$ cat src/pir_pkg.sv
// Purpose: Shared constants for the paged two-wire register port
// Assumes: 50 MHz core clock
// Notes:   Offsets are byte register addresses on the serial bus
package pir_pkg;
  localparam logic [2:0] ADDR_TOP      = 3'b101;   // Fixed upper target address bits
  localparam logic [3:0] ADDR_LOW_GND  = 4'h0;     // Strap tied to ground
  localparam logic [3:0] ADDR_LOW_VCC  = 4'hF;     // Strap tied to supply
  localparam logic [3:0] ADDR_LOW_SCL  = 4'h5;     // Strap tied to clock line
  localparam logic [3:0] ADDR_LOW_SDA  = 4'hA;     // Strap tied to data line
  localparam logic [7:0] OFS_IRQ_MASK  = 8'hF0;    // Interrupt enable mask
  localparam logic [7:0] OFS_IRQ_STAT  = 8'hF1;    // Interrupt event status
  localparam logic [7:0] OFS_PAGE_SEL  = 8'hFD;    // Page select
  localparam logic [7:0] OFS_UNLOCK    = 8'hFE;    // Page select unlock
  localparam logic [7:0] UNLOCK_KEY    = 8'hC5;    // One-shot unlock key
  localparam logic [7:0] RST_MASK      = 8'h00;    // Mask reset value
  localparam logic [7:0] RST_STAT      = 8'h00;    // Status reset value
  localparam logic [7:0] RST_PAGE      = 8'h00;    // Page reset value
  localparam logic [7:0] RST_UNLOCK    = 8'h00;    // Unlock reset value
  localparam logic [7:0] PAGE_LED      = 8'h00;    // LED control page
  localparam logic [7:0] PAGE_FUNC     = 8'h03;    // Function page
  localparam logic [7:0] OPEN_FIRST    = 8'h18;    // Open detect window
  localparam logic [7:0] OPEN_LAST     = 8'h2D;
  localparam logic [7:0] SHORT_FIRST   = 8'h30;    // Short detect window
  localparam logic [7:0] SHORT_LAST    = 8'h45;
  localparam logic [7:0] FUNC_RD_OFS   = 8'h11;    // Readable function location
  localparam int         BIT_OPEN      = 0;        // Mask and status positions
  localparam int         BIT_SHORT     = 1;
  localparam int         BIT_BREATH    = 2;
  localparam int         BIT_AUTOCLR   = 3;
  localparam int         BIT_PROF1     = 2;
  localparam int         BIT_PROF2     = 3;
  localparam int         BIT_PROF3     = 4;
  localparam int         CLK_HZ        = 50_000_000;
  localparam int         AUTOCLR_MS    = 8;        // Auto clear low time
  localparam int         AUTOCLR_CYC   = AUTOCLR_MS * (CLK_HZ / 1000);
endpackage

$ cat src/pir_sync_if.sv
// Purpose: Bundle of synchronised pin levels and detected bus events
// Assumes: Driven by the line sampler only
// Notes:   All signals on clk
`timescale 1ns/1ps
interface pir_sync_if;
  logic scl;      // Synchronised clock line
  logic sda;      // Synchronised data line
  logic rise;     // Clock line rising edge
  logic fall;     // Clock line falling edge
  logic start;    // Start or repeated start
  logic stop;     // Stop condition
  modport src (output scl, sda, rise, fall, start, stop);
  modport dst (input scl, sda, rise, fall, start, stop);
endinterface

$ cat src/pir_line_sampler.sv
// Purpose: Two-stage synchronisers and bus event detection
// Assumes: Pins asynchronous to clk
// Notes:   First stages feed only the second stages
`timescale 1ns/1ps
module pir_line_sampler (
  input  wire logic clk,
  input  wire logic arst_n,
  input  wire logic scl_in,
  input  wire logic sda_in,
  pir_sync_if.src   ev
);
  logic [1:0] scl_m;   // Clock line sync stages
  logic [1:0] sda_m;   // Data line sync stages
  logic       scl_d;   // Previous clock level
  logic       sda_d;   // Previous data level

  // Synchronisers, idle high
  always_ff @(posedge clk or negedge arst_n) begin
    if (!arst_n) begin
      scl_m <= 2'h3;
      sda_m <= 2'h3;
      scl_d <= 1'b1;
      sda_d <= 1'b1;
    end else begin
      scl_m <= {scl_m[0], scl_in};
      sda_m <= {sda_m[0], sda_in};
      scl_d <= scl_m[1];
      sda_d <= sda_m[1];
    end
  end

  assign ev.scl   = scl_m[1];
  assign ev.sda   = sda_m[1];
  assign ev.rise  = scl_m[1] & ~scl_d;
  assign ev.fall  = ~scl_m[1] & scl_d;
  assign ev.start = scl_m[1] & scl_d & sda_d & ~sda_m[1];
  assign ev.stop  = scl_m[1] & scl_d & ~sda_d & sda_m[1];
endmodule

$ cat src/pir_port.sv
// Purpose: Two-wire target port with paged register map and interrupt logic
// Assumes: Controller follows the bus protocol; page contents live outside
// Notes:   Page writes are forwarded on the page_* ports; paged reads take page_rdata
// Operation
// - First byte: seven address bits, direction bit
// - Address 101 plus strap-selected low nibble
// - Start is data fall with clock high
// - Stop is data rise with clock high
// - Acknowledge address byte only on match
// - Register address then data, all acknowledged
// - Pointer increments per data byte, acknowledged or not
// - Only listed registers readable, others zero
// - Write pointer, repeated start, then read
// - Page values zero to three select pages
// - Page select locked until unlocked
// - Key permits one page write, then relocks
// - Non-global writes go to selected page
// - Page select resets to LED page
// - Mask bits enable open, short, breath
// - Optional auto clear after 8 ms low
// - Status: open, short, three profile finishes
`timescale 1ns/1ps
module pir_port #(
  parameter int AUTOCLR_CYC = pir_pkg::AUTOCLR_CYC  // Auto clear low time
) (
  input  wire logic       clk,
  input  wire logic       arst_n,
  input  wire logic       scl_in,          // Clock line pin
  input  wire logic       sda_in,          // Data line pin level
  output logic            sda_out,         // Data line drive value, always 0
  output logic            sda_oe,          // Data line pull-low enable
  input  wire logic [1:0] strap_sel,       // Strap: 0 gnd, 1 vcc, 2 clock, 3 data
  input  wire logic       open_seen,       // Open event pulse
  input  wire logic       short_seen,      // Short event pulse
  input  wire logic       profile1_finished, // Breathing profile finish pulses
  input  wire logic       profile2_finished,
  input  wire logic       profile3_finished,
  input  wire logic [7:0] page_rdata,      // Paged read data for the register at ptr
  output logic            page_we,         // Paged write strobe
  output logic [1:0]      page_num,        // Selected page for strobe
  output logic [7:0]      page_addr,       // Paged write address
  output logic [7:0]      page_wdata,      // Paged write data
  output logic            irq_low_output   // Active-low interrupt
);
  typedef enum logic [2:0] {
    PIR_IDLE, PIR_RX, PIR_ACK, PIR_TX, PIR_TACK
  } pir_state_t;

  pir_sync_if ev ();                  // Synchronised line events
  pir_state_t state;                  // Bus state
  logic [2:0] bitcnt;                 // Bit counter
  logic [7:0] shreg;                  // Shift register
  logic [1:0] byteno;                 // 0 addr, 1 pointer, 2 data
  logic       rd_mode;                // Current transfer reads
  logic [7:0] ptr;                    // Register pointer
  logic [7:0] mask;                   // interrupt_enable_mask
  logic [7:0] status;                 // interrupt_event_status
  logic [7:0] page_sel;               // page_select
  logic [7:0] page_unlock_key;        // page_select_unlock
  logic       acking;                 // Ack pending this byte
  logic [3:0] addr_low;               // Strapped low address bits
  logic [31:0] low_cnt;               // Interrupt low time
  logic       autoclr;                // Auto clear pulse
  logic [7:0] rd_val;                 // Read mux
  logic       wr_strobe;              // Data byte write
  logic [4:0] events;                 // Status set terms
  logic       irq_act;                // Any enabled status
  logic [1:0] strap_m0;               // Strap first sync stage
  logic [1:0] strap_m1;               // Strap second sync stage

  pir_line_sampler u_samp (
    .clk    (clk),
    .arst_n (arst_n),
    .scl_in (scl_in),
    .sda_in (sda_in),
    .ev     (ev)
  );

  // Strap pins pass two stages before decode
  always_ff @(posedge clk or negedge arst_n) begin
    if (!arst_n) begin
      strap_m0 <= 2'h0;
      strap_m1 <= 2'h0;
    end else begin
      strap_m0 <= strap_sel;
      strap_m1 <= strap_m0;
    end
  end

  // Strap decode
  always_comb begin
    unique case (strap_m1)
      2'h0: addr_low = pir_pkg::ADDR_LOW_GND;
      2'h1: addr_low = pir_pkg::ADDR_LOW_VCC;
      2'h2: addr_low = pir_pkg::ADDR_LOW_SCL;
      2'h3: addr_low = pir_pkg::ADDR_LOW_SDA;
    endcase
  end

  // Readable map only
  always_comb begin
    rd_val = 8'h00;
    if (ptr == pir_pkg::OFS_UNLOCK) rd_val = page_unlock_key;
    else if (ptr == pir_pkg::OFS_IRQ_STAT) rd_val = status;
    else if (page_sel == pir_pkg::PAGE_LED &&
             ((ptr >= pir_pkg::OPEN_FIRST && ptr <= pir_pkg::OPEN_LAST) ||
              (ptr >= pir_pkg::SHORT_FIRST && ptr <= pir_pkg::SHORT_LAST)))
      rd_val = page_rdata;
    else if (page_sel == pir_pkg::PAGE_FUNC && ptr == pir_pkg::FUNC_RD_OFS)
      rd_val = page_rdata;
  end

  // Data byte completes at eighth rising clock edge
  assign wr_strobe = (state == PIR_RX) && ev.rise && bitcnt == 3'h7 && byteno == 2'h2;

  // Bus state, bit and byte tracking
  always_ff @(posedge clk or negedge arst_n) begin
    if (!arst_n) begin
      state   <= PIR_IDLE;
      bitcnt  <= 3'h0;
      shreg   <= 8'h00;
      byteno  <= 2'h0;
      rd_mode <= 1'b0;
      acking  <= 1'b0;
      ptr     <= 8'h00;
    end else if (ev.stop) begin
      state <= PIR_IDLE;
    end else if (ev.start) begin
      state  <= PIR_RX;
      bitcnt <= 3'h0;
      byteno <= 2'h0;
    end else begin
      unique case (state)
        PIR_IDLE: begin
        end
        PIR_RX: if (ev.rise) begin
          shreg  <= {shreg[6:0], ev.sda};
          bitcnt <= bitcnt + 3'h1;
          if (bitcnt == 3'h7) begin
            if (byteno == 2'h0) begin
              acking  <= ({shreg[6:0], ev.sda} >> 1) ==
                         {1'b0, pir_pkg::ADDR_TOP, addr_low};
              rd_mode <= ev.sda;
            end else begin
              acking <= 1'b1;
              if (byteno == 2'h1) ptr <= {shreg[6:0], ev.sda};
              else ptr <= ptr + 8'h01;
            end
            state <= PIR_ACK;
          end
        end
        PIR_ACK: if (ev.fall && bitcnt == 3'h0) begin
          bitcnt <= 3'h1;  // Ack clock now high phase pending
        end else if (ev.fall) begin
          bitcnt <= 3'h0;
          if (!acking) state <= PIR_IDLE;
          else if (byteno == 2'h0 && rd_mode) begin
            state <= PIR_TX;
            shreg <= rd_val;
          end else begin
            state <= PIR_RX;
            if (byteno != 2'h2) byteno <= byteno + 2'h1;
          end
        end
        PIR_TX: if (ev.fall) begin
          bitcnt <= bitcnt + 3'h1;
          shreg  <= {shreg[6:0], 1'b0};
          if (bitcnt == 3'h7) begin
            state <= PIR_TACK;
            ptr   <= ptr + 8'h01;
          end
        end
        PIR_TACK: if (ev.rise) begin
          acking <= ~ev.sda;  // Controller ack continues read
        end else if (ev.fall) begin
          if (acking) begin
            state <= PIR_TX;
            shreg <= rd_val;  // Pointer already moved on
          end else state <= PIR_IDLE;
        end
        default: state <= PIR_IDLE;
      endcase
    end
  end

  // Data line drive, registered; ack or read bit
  always_ff @(posedge clk or negedge arst_n) begin
    if (!arst_n) begin
      sda_oe  <= 1'b0;
      sda_out <= 1'b0;
    end else begin
      sda_out <= 1'b0;
      // Ack only after the eighth clock has fallen, never while it is high
      sda_oe  <= (state == PIR_ACK && acking && bitcnt == 3'h1) ||
                 (state == PIR_TX && !shreg[7]);
    end
  end

  // Page select, unlock key and mask writes
  always_ff @(posedge clk or negedge arst_n) begin
    if (!arst_n) begin
      page_sel        <= pir_pkg::RST_PAGE;
      page_unlock_key <= pir_pkg::RST_UNLOCK;
      mask            <= pir_pkg::RST_MASK;
    end else if (wr_strobe) begin
      unique case ({shreg[6:0], ev.sda} == 8'h00 ? ptr : ptr)
        pir_pkg::OFS_PAGE_SEL: if (page_unlock_key == pir_pkg::UNLOCK_KEY) begin
          page_sel        <= {shreg[6:0], ev.sda};
          page_unlock_key <= pir_pkg::RST_UNLOCK;
        end
        pir_pkg::OFS_UNLOCK: page_unlock_key <= {shreg[6:0], ev.sda};
        pir_pkg::OFS_IRQ_MASK: mask <= {shreg[6:0], ev.sda};
        default: begin
        end
      endcase
    end
  end

  // Forward paged writes
  always_ff @(posedge clk or negedge arst_n) begin
    if (!arst_n) begin
      page_we    <= 1'b0;
      page_num   <= 2'h0;
      page_addr  <= 8'h00;
      page_wdata <= 8'h00;
    end else begin
      page_we <= wr_strobe && ptr < pir_pkg::OFS_IRQ_MASK &&
                 page_sel <= pir_pkg::PAGE_FUNC;
      if (wr_strobe) begin
        page_num   <= page_sel[1:0];
        page_addr  <= ptr;
        page_wdata <= {shreg[6:0], ev.sda};
      end
    end
  end

  // Status set terms
  always_comb begin
    events = 5'h00;
    events[pir_pkg::BIT_OPEN]  = open_seen;
    events[pir_pkg::BIT_SHORT] = short_seen;
    events[pir_pkg::BIT_PROF1] = profile1_finished;
    events[pir_pkg::BIT_PROF2] = profile2_finished;
    events[pir_pkg::BIT_PROF3] = profile3_finished;
  end

  // Sticky status, cleared by auto clear; set wins
  always_ff @(posedge clk or negedge arst_n) begin
    if (!arst_n) status <= pir_pkg::RST_STAT;
    else status <= {3'h0, (autoclr ? 5'h00 : status[4:0]) | events};
  end

  assign irq_act = (status[pir_pkg::BIT_OPEN] & mask[pir_pkg::BIT_OPEN]) |
                   (status[pir_pkg::BIT_SHORT] & mask[pir_pkg::BIT_SHORT]) |
                   (|status[4:2] & mask[pir_pkg::BIT_BREATH]);

  // Interrupt output and low time
  always_ff @(posedge clk or negedge arst_n) begin
    if (!arst_n) begin
      irq_low_output <= 1'b1;
      low_cnt        <= 32'h0;
      autoclr        <= 1'b0;
    end else begin
      irq_low_output <= ~(irq_act & ~autoclr);
      autoclr <= 1'b0;
      if (irq_low_output || !mask[pir_pkg::BIT_AUTOCLR]) low_cnt <= 32'h0;
      else if (low_cnt >= 32'(AUTOCLR_CYC)) begin
        autoclr <= 1'b1;
        low_cnt <= 32'h0;
      end else low_cnt <= low_cnt + 32'h1;
    end
  end
endmodule

$ cat config.mk
export PLATFORM = sky130hd
export DESIGN_NAME = pir_port
export DESIGN_NICKNAME = d
export VERILOG_FILES = /design/src/pir_pkg.sv /design/src/pir_sync_if.sv /design/src/pir_line_sampler.sv /design/src/pir_port.sv
export SDC_FILE = /design/constraint.sdc
export NUM_CORES = 1
export LEC_CHECK = 0
export ABC_CLOCK_PERIOD_IN_PS = 4000
export BUFFER_PORTS_ARGS = -buffer_cell sky130_fd_sc_hd__buf_2
export CAP_MARGIN = 20
export CORE_MARGIN = 8
export CORE_UTILIZATION = 54
export DETAILED_ROUTE_END_ITERATION = 7
export PLACE_DENSITY = 0.82
export SLEW_MARGIN = 20
export SYNTH_ARGS = -nofsm -noshare
export SYNTH_HDL_FRONTEND = slang
export SYNTH_SLANG_ARGS = --single-unit
$ cat constraint.sdc
create_clock -name clk -period 4 [get_ports clk]
set_clock_uncertainty 0.1 [all_clocks]
set_input_delay 0.8 -clock clk [delete_from_list [all_inputs] [get_ports clk]]
set_output_delay 0.8 -clock clk [all_outputs]
set_load 0.03 [all_outputs]
======== After elaboration in Yosys (flattened, before gate mapping) ========
Index checks and enable logic that the tools add are counted.
word-level totals
  register bits ........................... 115
  word-level logic and storage cells ...... 211
  output and inout port bits .............. 22
  bits of input ports ..................... 19
cells by class
  bitwise logic cells ..................... 22
  reductions and logical operators ........ 44
  add/subtract/negate cells ............... 4
  multiplexer cells ....................... 61
  $lt $le $gt $ge ......................... 7
  equality and inequality tests ........... 48
operators by type and width
  cell                   count
  $mux 8                 20
  $mux 32                2
  $mux 3                 15
  $eq 8x8->1 const B     5
  $add 32x1->32 const B  1
  $ge 32x19->1 const B   1
  $ne 2x2->1 const B     16
  $ne 4x4->1 const B     8
  $pmux 8 s2             2
  $pmux 8 s4             1
  $mux 2                 10
  $pmux 4 s4             1
  $pmux 3 s5             1
  $logic_and 1x1->1      14
  $reduce_bool 2->1      7
  $reduce_and 12->1      1
  $reduce_and 6->1       2
  $and 1x1->1            11
  $ne 3x3->1 const B     3
  $pmux 3 s3             1
  $reduce_and 9->1       1
  $add 8x1->8 const B    1
  $eq 8x2->1 const B     1
  $eq 8x5->1 const B     1
  34 further kinds       60

======== Depth between registers and ports, before layout ========
Gate-level depths: netlist (run 1).
  word-level depth ........................ 12
  gate-level depth with buffers ........... 7
  gate-level depth less buffers ........... 7

======== Hierarchy ========
A second synthesis (run 1) with hierarchy kept.
unflattened totals
  cell total of the unflattened synthesis .. 513
  area, all modules ....................... 5401.4 µm²
modules (own cells, without submodules)
  module            cells an instance  area an instance (µm²)  times used  sequential area each (µm²)
  pir_port          503                5211.2                  1           2728.9
  pir_line_sampler  10                 190.2                   1           157.7

======== Least setup slack after synthesis (run 1) ========
OpenSTA, ideal clock, no wires.
  kind .................................... register -> register
  from .................................... register bitcnt[0]
  to ...................................... register page_unlock_key[0]
  data required time ...................... 3.775 ns
  setup time .............................. 0.125 ns
  data arrival time ....................... 2.090 ns
  setup slack ............................. 1.685 ns
  buffers on the path ..................... 0
  cell stages (with the launch flop) ...... 8
  clock period less this slack ............ 2.315 ns
  path through ............................ dfrtp_1 > ha_1 > ha_1 > and3b_1 > nand3_4 > nor4_4 > a41oi_4 > mux2_4
between the ends
  cells in the longest elaborated chain, start to end .. 4
RTL lines
  item                               line             text
  from (decl)                        pir_port.sv:51   logic [2:0] bitcnt;
  from (signal assigned)             pir_port.sv:138  bitcnt <= bitcnt + 3'h1;
  from (signal assigned)             pir_port.sv:166  bitcnt <= bitcnt + 3'h1;
  $eq 3x3->1                         pir_port.sv:114  assign wr_strobe = (state == PIR_RX) && ev.rise && bitcnt == 3'h7 && byteno == 2'h2;
  $logic_and 1x1->1 (2 in series)    pir_port.sv:114
  $reduce_and 3->1 (no source line)  n/a
  to (signal assigned)               pir_port.sv:203  page_unlock_key <= pir_pkg::RST_UNLOCK;
  to (signal assigned)               pir_port.sv:209  page_unlock_key <= pir_pkg::RST_UNLOCK;
  to (signal assigned)               pir_port.sv:211  pir_pkg::OFS_UNLOCK: page_unlock_key <= {shreg[6:0], ev.sda};
  to (decl)                          pir_port.sv:59   logic [7:0] page_unlock_key;
No other way between the ends.
A chain may end at the register's enable or synchronous reset.

======== Worst setup path in the final report (run 1) ========
  from .................................... register state[0]
  to ...................................... register page_unlock_key[0]
between the ends
  cells in the longest elaborated chain, start to end .. 5
RTL lines
  item                               line             text
  from (decl)                        pir_port.sv:50   pir_state_t state;
  from (signal assigned)             pir_port.sv:119  state <= PIR_IDLE;
  from (signal assigned)             pir_port.sv:127  state <= PIR_IDLE;
  from (signal assigned)             pir_port.sv:129  state <= PIR_RX;
  $eq 3x1->1                         pir_port.sv:114
  $logic_and 1x1->1 (3 in series)    pir_port.sv:114
  $reduce_and 3->1 (no source line)  n/a
No other way between the ends.

==> results of run 1 <==
[synth_stat cells, drive strengths merged (3+ instances only)]
library cell | n | area, um^2
nand2 | 41 | 153.9
xnor2 | 12 | 105.1
a31oi | 13 | 81.33
o22ai | 5 | 31.28
nor4bb | 3 | 30.03
ha | 13 | 162.7
mux2i | 15 | 150.1
dfrtp | 108 | 2703
nand2b | 5 | 31.28
nand4 | 6 | 37.54
dfstp | 7 | 183.9
and4 | 4 | 35.03
buf | 7 | 37.53
a22o | 5 | 43.79
xor2 | 8 | 70.07
o21ai | 26 | 130.1
clkbuf | 15 | 57.55
a2bb2oi | 6 | 52.55
nor4 | 10 | 92.59
o31ai | 6 | 45.04
nor3 | 13 | 70.07
nor2b | 4 | 25.02
a21oi | 19 | 95.09
and2 | 3 | 18.77
nor2 | 40 | 152.6
inv | 34 | 127.6
o211ai | 3 | 22.52
nand3 | 17 | 97.60
mux2 | 30 | 341.6
nor3b | 3 | 33.78
and3 | 8 | 50.05
a21o | 6 | 45.04
[worst max-delay path by stage]
stage                     slack (ps)            endpoint  cells past startpoint       from
after floorplan                 1680  page_unlock_key[0]                      7  bitcnt[0]
after global placement          1250  page_unlock_key[0]                      5   state[0]
after detailed placement        1180  page_unlock_key[0]                      5   state[0]
after CTS                       1160  page_unlock_key[0]                      5   state[0]
after global routing             970  page_unlock_key[0]                      5   state[0]
final                           1150  page_unlock_key[0]                      5   state[0]
[cell type report]
class                      count  share of cell area
sequential                   115              0.4409
inverter                      35             0.02007
timing repair buffer          41             0.03249
multi-input combinational    368              0.3865
clock buffer                  20             0.06651
tap                          136             0.02599
clock inverter                12             0.02752
[worst register-to-register path, stage by stage (launching register included)]
cell     delay (ps)
dfrtp_1         710
and3b_1         360
nand3_4         310
nor4_4          730
a41oi_4         170
mux2_4          360
[kinds of logic after synthesis]
kind of cell | synth area share
fa+ha+maj | 0.02908
flops | 0.5160
mux | 0.08790
compound gates | 0.1282
simple gates | 0.1664
buf+inv | 0.04048
other cells | 0.0006703
xor+xnor | 0.03131
[flip-flops by register name, summed over array words and instances, names as in the netlist, 3 cells and up]
name	count
low_cnt	32
page_addr	8
page_sel	8
page_unlock_key	8
page_wdata	8
ptr	8
shreg	8
status	5
mask	4
bitcnt	3
state	3
[power breakdown]
group / internal [mW] / switching, mW / total (mW)
logic: 0.167 / 0.215 / 0.382
registers: 1.24 / 0.160 / 1.40
clock network: 1.03 / 0.543 / 1.57
[layer usage]
layer / track usage / wire [um]
met4: 0.08247 / 305
met2: 0.3144 / 6266
met5: 0 / 0
met3: 0.04748 / 1035
met1: 0.2429 / 5476
[metrics by stage]
stage                     utilization  power (mW)
after detailed placement       0.5823       1.786
after CTS                      0.6428       3.361
final                          0.6428       3.357
after floorplan                     -       1.631
after global placement         0.5823       1.767
after global routing           0.6428       3.472
==> results.toml, run 1 <==
[timing]
slew_viol_final = 0
finalSetupViolations = 0
tns_ps = 0
slew_headroom = 0.3624
period_minus_slack_ps = 2854
worst_slew_pin_slew_ps = 956.5
fmax_ghz = 0.3503
hold_ws_ps = 249.2
rsz0062_at_grt = "no"
timing.final.crit_share = 0.7136
setup_ws_ps = 1146
hold_violations = 0

[critical_path]
slowest_stage = "nor4_4"
cpPeakStageDelay_ps = 730
endpoint_kind = "register"
r2r_setup_slack_ps = 1150
r2r_start = "state[0]"
crit_chain = "and3b_1 > nand3_4 > nor4_4 > a41oi_4 > mux2_4"
cp.arrival_ps = 3150
rr_endpoint = "page_unlock_key[0]"
reg2regPathDepth = 5
required_ps = 4300
startpoint_type = "register"
critical_path.top_delay_family = "simple AND/OR/NAND/NOR gates"
critical_path_buf_inv_count = 0
critPathKind = "register to register"
crit_fanout = 25

[cts]
max-clock-path-buffers = 2
cts.clk_slew.worst_paths_ps = 60
post-cts-setup-buffer-count = 0
hold_buffers = 0
htreeDepth = 4
clockRootBuffer = "clkbuf_8"
cts_buffers = 17
cts.sinks = 115
insertion_delay_ps = 510
tritoncts = "yes"
post_cts_resized = 0

[job]
drv_cap = 0

[logic_synthesis]
yosys_most_used_dff = "dfrtp_1"
ys_types = 69
synth-seq-cells = 115
syn_inst = 527
syn_area_per_cell_um2 = 10.62
synth_edf_count = 0
yosys_warnings = 0
async_reset_ff_frac = 1.000
ys_seq_area_frac = 0.5160
synth_area_um2 = 5594

[detailed_routing]
dr.pass1.iters = 6
antenna_left = 0
via_per_inst = 5.887
drt_iter0_drc = 364
wire_per_inst_um = 18.00
wl_mm = 13.08
drc = 0
num_vias = 4280

[global_route]
grt_pass1_wl_mm = 21.67
antenna_found_initial = 0
grtUsageTotal = 0.1941
globalRoute.totalOverflow = 0
grt_pass1_vias = 4285
grt_max_degree = 77

[placed_design]
numPortBuffers = 39
place_hpwl_mm = 8.796
dp_cells = 695
gp_congestion = 0.9533
place_ws_ps = 1177
placed_area_um2 = 5931

[floorplan]
core_area_um2 = 10180
dieArea_um2 = 13870
die_w_um = 117.8
io_pins = 41
num_rows = 37
die_y_um = 117.8
start_util = 0.5493

[final_layout]
fin_area_um2 = 6546
fin_cells = 727
drive_above_1_share = 0.2047
final_cell_mix = "108 x dfrtp_1, 41 x nand2_1, 39 x nor2_1"
final_common_cell = "dfrtp_1"
fillers = 778
num-nets-final = 610
diodes = 0
multi_input_area_um2 = 2530
register_area_um2 = 2887
area_growth_pct = 17.02

[pwr]
power_density_nw_per_um2 = 512.8
max-vdd-ir-drop_mv = 0.3335
p_leak_nw = 2.968

[hold_path]
worstHoldEndpoint = "strap_m1[1]"
min_path_type = "register to register"
min-delay-start = "strap_m0[1]"
hold_depth = 0

[status]
status = "finished clean"
Note: power is estimated with default switching activity, not from simulation.
==> run 2: changes to the inputs <==
--- a/config.mk
+++ b/config.mk
@@ -5,7 +5,8 @@
 export SDC_FILE = /design/constraint.sdc
 export NUM_CORES = 1
 export LEC_CHECK = 0
-export ABC_CLOCK_PERIOD_IN_PS = 4000
+export ABC_AREA = 1
+export ABC_CLOCK_PERIOD_IN_PS = 2700
 export BUFFER_PORTS_ARGS = -buffer_cell sky130_fd_sc_hd__buf_2
 export CAP_MARGIN = 20
 export CORE_MARGIN = 8
==> constraint.sdc (replaced) <==
create_clock -name clk -period 2.7 [get_ports clk]
set_clock_uncertainty 0.1 [all_clocks]
set_input_delay 0.54 -clock clk [delete_from_list [all_inputs] [get_ports clk]]
set_output_delay 0.54 -clock clk [all_outputs]
set_load 0.03 [all_outputs]
==> run 2 against run 1 <==
  * Setup slack lost 580 ps
  * Global-route usage about the same
  * First-iteration DRC count rose by 3.6%
  * Worst hold slack lost 220 ps
  * Count of clock-buffer cells in the layout rose by 3
  * Sequential share of layout area shrank 0.67 points
  * Routed wire length shrank 2.0%
  * Final area increased by 1.5%
  * Synthesized cell count rose by 30%
  * Final cell count is 24% higher
  * Critical path depth grew 5
  * Register-to-register slack worse by 580 ps
  * Critical path type unchanged
  * Largest cell class unchanged
==> results.toml, run 2 <==
[critical_path]
crit_fanout = 9
cp.arrival_ps = 2470
endpoint_kind = "register"
startpoint_type = "register"
required_ps = 3030
reg2regPathDepth = 10
critPathKind = "register to register"

[hold_path]
hold_depth = 1
min_path_type = "input pin to register"

[timing]
slew_viol_final = 0
fmax_ghz = 0.4688
rsz0062_at_grt = "no"
period_minus_slack_ps = 2133
finalSetupViolations = 0
timing.final.crit_share = 0.7901
tns_ps = 0
hold_violations = 0

[logic_synthesis]
ys_top_cells_by_area = "dfrtp_1 48%, nand2_1 11%, inv_1 6.6%"
synth-seq-cells = 115
async_reset_ff_frac = 1.000
synth_edf_count = 0
syn_area_per_cell_um2 = 8.219
ys_seq_area_frac = 0.5120
synth_common_cells = "159 x nand2_1, 108 x dfrtp_1, 99 x inv_1"
synth_compound_area_frac = 0.1207
synth_fa_ha_area_frac = 0.02885
yosys.area.top_type = "dfrtp_1"
synth_top_area_frac = 0.4794
yosys_most_used_dff = "dfrtp_1"
synthMuxAreaShare = 0
post-synth-top-count-cell = "nand2_1"
syn_inst = 686
synth-simple-area-share = 0.2359
yosys_warnings = 0
ys_types = 41
synth_top_family_by_area = "simple AND/OR/NAND/NOR gates"
synth-xor-area-share = 0.01553
synth_area_um2 = 5638

[pwr]
power.total_mw = 5.055
cellInternalPower_mw = 3.616
p_leak_nw = 3.344
combPwrFrac = 0.169
p_sw_mw = 1.439
swShare = 0.2847
clockPowerShare = 0.451
power_frac_seq = 0.380
max-vdd-ir-drop_mv = 0.4475
power_density_nw_per_um2 = 760.4

[cts]
insertion_delay_ps = 520
post-cts-setup-buffer-count = 0
tritoncts = "yes"
htreeDepth = 4
cts.clk_slew.worst_paths_ps = 60
max-clock-path-buffers = 2
clockRootBuffer = "clkbuf_8"
cts_buffers = 17
cts.sinks = 115

[detailed_routing]
num_vias = 4711
via_per_inst = 5.240
wl_mm = 12.83
dr.pass1.iters = 5
antenna_left = 0
drt_iter0_drc = 377
drc = 0
wire_per_inst_um = 14.27

[global_route]
grt_pass1_wl_mm = 22.39
antenna_found_initial = 0
grt_pass1_vias = 4906
globalRoute.totalOverflow = 0
grt_max_degree = 42
grtUsageTotal = 0.1943

[floorplan]
io_pins = 41
core_area_um2 = 10230
num_rows = 37
start_util = 0.5511
die_y_um = 118.2
die_w_um = 118.2
dieArea_um2 = 13970

[final_layout]
top_register = "low_cnt"
num-nets-final = 783
final_common_cell = "nand2_1"
register_area_um2 = 2887
fillers = 834
area_growth_pct = 17.91
multi_input_area_um2 = 2313
drive_above_1_share = 0.1547
diodes = 0
largest_reg_flops = 32
final_cell_mix = "159 x nand2_1, 108 x dfrtp_1, 99 x inv_1"

[placed_design]
gp_congestion = 0.8819
place_hpwl_mm = 9.072
numPortBuffers = 39

[status]
status = "finished clean"

[job]
drv_cap = 0
==> run 2: power groups by stage <==
stage | clock (mW) | sequential [mW] | combinational (mW)
6_report | 2.28 | 1.92 | 0.854
3_3_place_gp | 0 | 1.94 | 0.806
4_1_cts | 2.31 | 1.92 | 0.855
3_5_place_dp | 0 | 1.95 | 0.834
2_1_floorplan | 0 | 1.92 | 0.645
5_1_grt | 2.39 | 1.93 | 0.973
==> run 2: worst paths after layout <==
check	start	end	slack, ps
min reg2reg	strap_m0[1]	strap_m1[1]	250
max in group asynchronous	arst_n	irq_low_output	1390
min in group asynchronous	arst_n	page_unlock_key[0]	410
max reg2reg	ptr[1]	shreg[2]	570
min	sda_in	u_samp.sda_m[0]	30
max	ptr[1]	shreg[2]	570
==> run 2: through the flow <==
| stage | worst slack (ps) | std cells | hold WS [ps] | instance area [um^2] | utilization |
|---|---|---|---|---|---|
| global route | 355.9 | 899 | 7.715 | 6648 | 0.6497 |
| global placement | 713.6 | 866 | 235.7 | 6017 | 0.5881 |
| CTS | 590.8 | 899 | 11.32 | 6648 | 0.6497 |
| detailed placement | 609.7 | 866 | 242.6 | 6017 | 0.5881 |
| finish | 566.7 | 899 | 31.41 | 6648 | 0.6497 |
| floorplan | 948.5 | 699 | 144.4 | 5687 | - |
==> run 2: kinds of logic after synthesis <==
family                     after synthesis
and+or+nand+nor                        305
AOI/OAI and AO/OA                      122
buffers and inverters                  120
DFF                                    115
adders and majority gates               13
xor gates and xnor gates                10
other                                    1
==> run 2: worst max-delay path: stages, from the launching register on <==
cell and delay, ps:
dfrtp_1 430, inv_1 160, ha_1 210, nand3_1 120, nor2_2 340, inv_1 150, o21ai_0 160, inv_1 60
nand2_1 80, nand2_1 60, a21oi_1 170
==> run 2: metal layers <==
layer	up-vias	GRT usage	wire length, um
li1	2292	-	-
met1	2210	0.2178	5088
met2	160	0.3268	6430
met3	49	0.05521	763
met4	0	0.1121	543
met5	-	0	0
==> run 2: layout make-up <==
type | instances | area share
inverter | 108 | 0.06117
sequential | 115 | 0.4342
multi-input combinational | 464 | 0.3480
clock inverter | 8 | 0.01863
clock buffer | 23 | 0.07322
timing repair buffer | 45 | 0.03915
tap | 136 | 0.02560
==> run 2: what timing repair did <==
| item | in CTS | in global routing |
|---|---|---|
| gates resized for setup | 0 | 0 |
| hold buffers | 2 | 0 |
| hold endpoints to repair | 28 | 0 |
==> run 3: changes to the inputs <==
--- a/config.mk
+++ b/config.mk
@@ -6,13 +6,13 @@
 export NUM_CORES = 1
 export LEC_CHECK = 0
 export ABC_AREA = 1
-export ABC_CLOCK_PERIOD_IN_PS = 2700
+export ABC_CLOCK_PERIOD_IN_PS = 1800
 export BUFFER_PORTS_ARGS = -buffer_cell sky130_fd_sc_hd__buf_2
 export CAP_MARGIN = 20
 export CORE_MARGIN = 8
 export CORE_UTILIZATION = 54
 export DETAILED_ROUTE_END_ITERATION = 7
-export PLACE_DENSITY = 0.82
+export PLACE_DENSITY = 0.84
 export SLEW_MARGIN = 20
 export SYNTH_ARGS = -nofsm -noshare
 export SYNTH_HDL_FRONTEND = slang
==> constraint.sdc (replaced) <==
create_clock -name clk -period 1.8 [get_ports clk]
set_clock_uncertainty 0.1 [all_clocks]
set_input_delay 0.36 -clock clk [delete_from_list [all_inputs] [get_ports clk]]
set_output_delay 0.36 -clock clk [all_outputs]
set_load 0.03 [all_outputs]
==> run 3 against run 2 <==
  * Non-clock buffer count grew 43
  * Routed wire length increased by 13%
  * Sequential cell count stayed put
  * Die area did not move
  * Sequential power is 51% higher
  * Setup slack got worse by 550 ps
  * Count of clock-buffer cells in the layout decreased by 6
  * Sequential share of layout area decreased by 3.9 points
  * Worst hold slack better by 130 ps
  * Critical path type unchanged
==> results.toml, run 3 (same netlist as run 2, synthesis figures left out) <==
[status]
status = "finished clean"

[critical_path]
endpoint_kind = "register"
critPathKind = "register to register"
cp.arrival_ps = 2080
crit_chain = "ha_2 > nand2_2 > nor2_2 > nand4_1 > nor2_2 > nand2_2 > nor2_4 > nand2_2 > nand2_1 > nor2_1"
required_ps = 2100
crit_fanout = 4
slowest_stage = "dfrtp_1"
crit_top_cell = "nand2_2"
r2r_setup_slack_ps = 20
startpoint_type = "register"
cpPeakStageDelay_ps = 390

[timing]
slew_viol_final = 0
rsz0062_at_grt = "yes"
hold_violations = 0
timing.final.crit_share = 0.9883
period_minus_slack_ps = 1779
hold_ws_ps = 158.0
fmax_ghz = 0.5621
finalSetupViolations = 0
slew_headroom = 0.6723
worst_slew_pin_slew_ps = 487.1

[cts]
cts_buffers = 17
cts.clk_slew.worst_paths_ps = 60
tritoncts = "yes"
insertion_delay_ps = 520
max-clock-path-buffers = 2
clockRootBuffer = "clkbuf_8"
htreeDepth = 4
cts.sinks = 115

[global_route]
antenna_found_initial = 0
globalRoute.totalOverflow = 0
grt_pass1_vias = 4848
grt_pass1_wl_mm = 21.96
grt_max_degree = 38
grtUsageTotal = 0.1923

[floorplan]
core_area_um2 = 10230
start_util = 0.5511
dieArea_um2 = 13970
io_pins = 41
num_rows = 37
die_y_um = 118.2
die_w_um = 118.2

[detailed_routing]
drt_iter0_drc = 533
dr.pass1.iters = 7
via_per_inst = 5.251
wl_mm = 14.56
drc = 0
num_vias = 4962
wire_per_inst_um = 15.40
antenna_left = 0

[final_layout]
diodes = 0
final_cell_mix = "143 x nand2_1, 101 x dfrtp_1, 89 x inv_1"
top_register = "low_cnt"
fin_util = 0.7165
area_growth_pct = 30.03
drive_above_1_share = 0.2769
largest_reg_flops = 32
num-nets-final = 828
final_common_cell = "nand2_1"

[job]
drv_cap = 0

[placed_design]
place_hpwl_mm = 8.843
numPortBuffers = 39
gp_congestion = 0.8787

[hold_path]
min_path_type = "input pin to register"

[pwr]
power_density_nw_per_um2 = 1066
max-vdd-ir-drop_mv = 0.5924
p_leak_nw = 3.601
-- run 3: cell count changes in the layout (fill, tap and decap cells not counted), moves of 8 or more --
cell	change
inv_1	-10
nor2_1	-10
buf_4	+31
dlygate4sd3_1	+8
nand2_2	+11
nand2_1	-16
-- run 3: final timing paths --
| path | start | depth (start not counted) | endpoint |
|---|---|---|---|
| max in group asynchronous | arst_n | 3 | irq_low_output |
| worst max register to register | low_cnt[0] | 10 | low_cnt[16] |
| min in group asynchronous | arst_n | 2 | page_addr[5] |
| worst min-delay path | page_rdata[4] | 7 | shreg[4] |
| worst min register to register | u_samp.scl_m[0] | 0 | u_samp.scl_m[1] |
| worst max-delay path | low_cnt[0] | 10 | low_cnt[16] |
-- run 3: metrics by stage --
step	setup TNS [ps]	instances	worst slack (ps)	area (um^2)	total power, mW
2_1_floorplan	0	699	48.49	5687	3.843
3_3_place_gp	0	884	3.252	6177	4.139
3_5_place_dp	-190.4	884	-53.99	6177	4.175
4_1_cts	-3.243	928	-3.243	6913	7.518
5_1_grt	-1279	945	-140.8	7331	8.165
6_report	0	945	21.08	7331	7.818
-- run 3: power breakdown --
part | leakage, nW | switching (mW) | internal (mW)
registers | 1.47 | 0.163 | 2.74
clock network | 0.280 | 1.30 | 2.01
logic | 1.86 | 1.01 | 0.595
-- run 3: worst max-delay path, delay by kind of cell, from the launching register on --
kind                       cells  cell delay (ps)
and+or+nand+nor                9              960
DFF                            1              390
adders and majority gates      1              210
-- run 3: layer usage --
layer	vias to the layer above	wire [um]	track usage
li1	2391	-	-
met2	182	7606	0.3368
met1	2344	5708	0.2174
met3	45	773	0.04569
met4	0	468	0.09127
met5	-	0	0
-- run 3: final cells by class --
type	instances	area [um^2]
Multi-Input combinational cell	465	2601
Sequential cell	115	2895
Clock inverter	15	171.4
Timing Repair Buffer	88	651.9
Clock buffer	17	414.1
Timing Repair inverter	1	7.507
Fill cell	691	2900
Tap cell	136	170.2
Inverter	108	419.2
-- run 3: timing repair --
| action | in CTS | in global routing |
|---|---|---|
| gates cloned | 1 | 2 |
| hold buffers | 10 | 0 |
| pin swaps | 2 | 23 |
| buffers inserted | 1 | 15 |
| hold endpoints to repair | 35 | 0 |
| setup endpoints to repair | 9 | 48 |
| gates resized for setup | 5 | 90 |
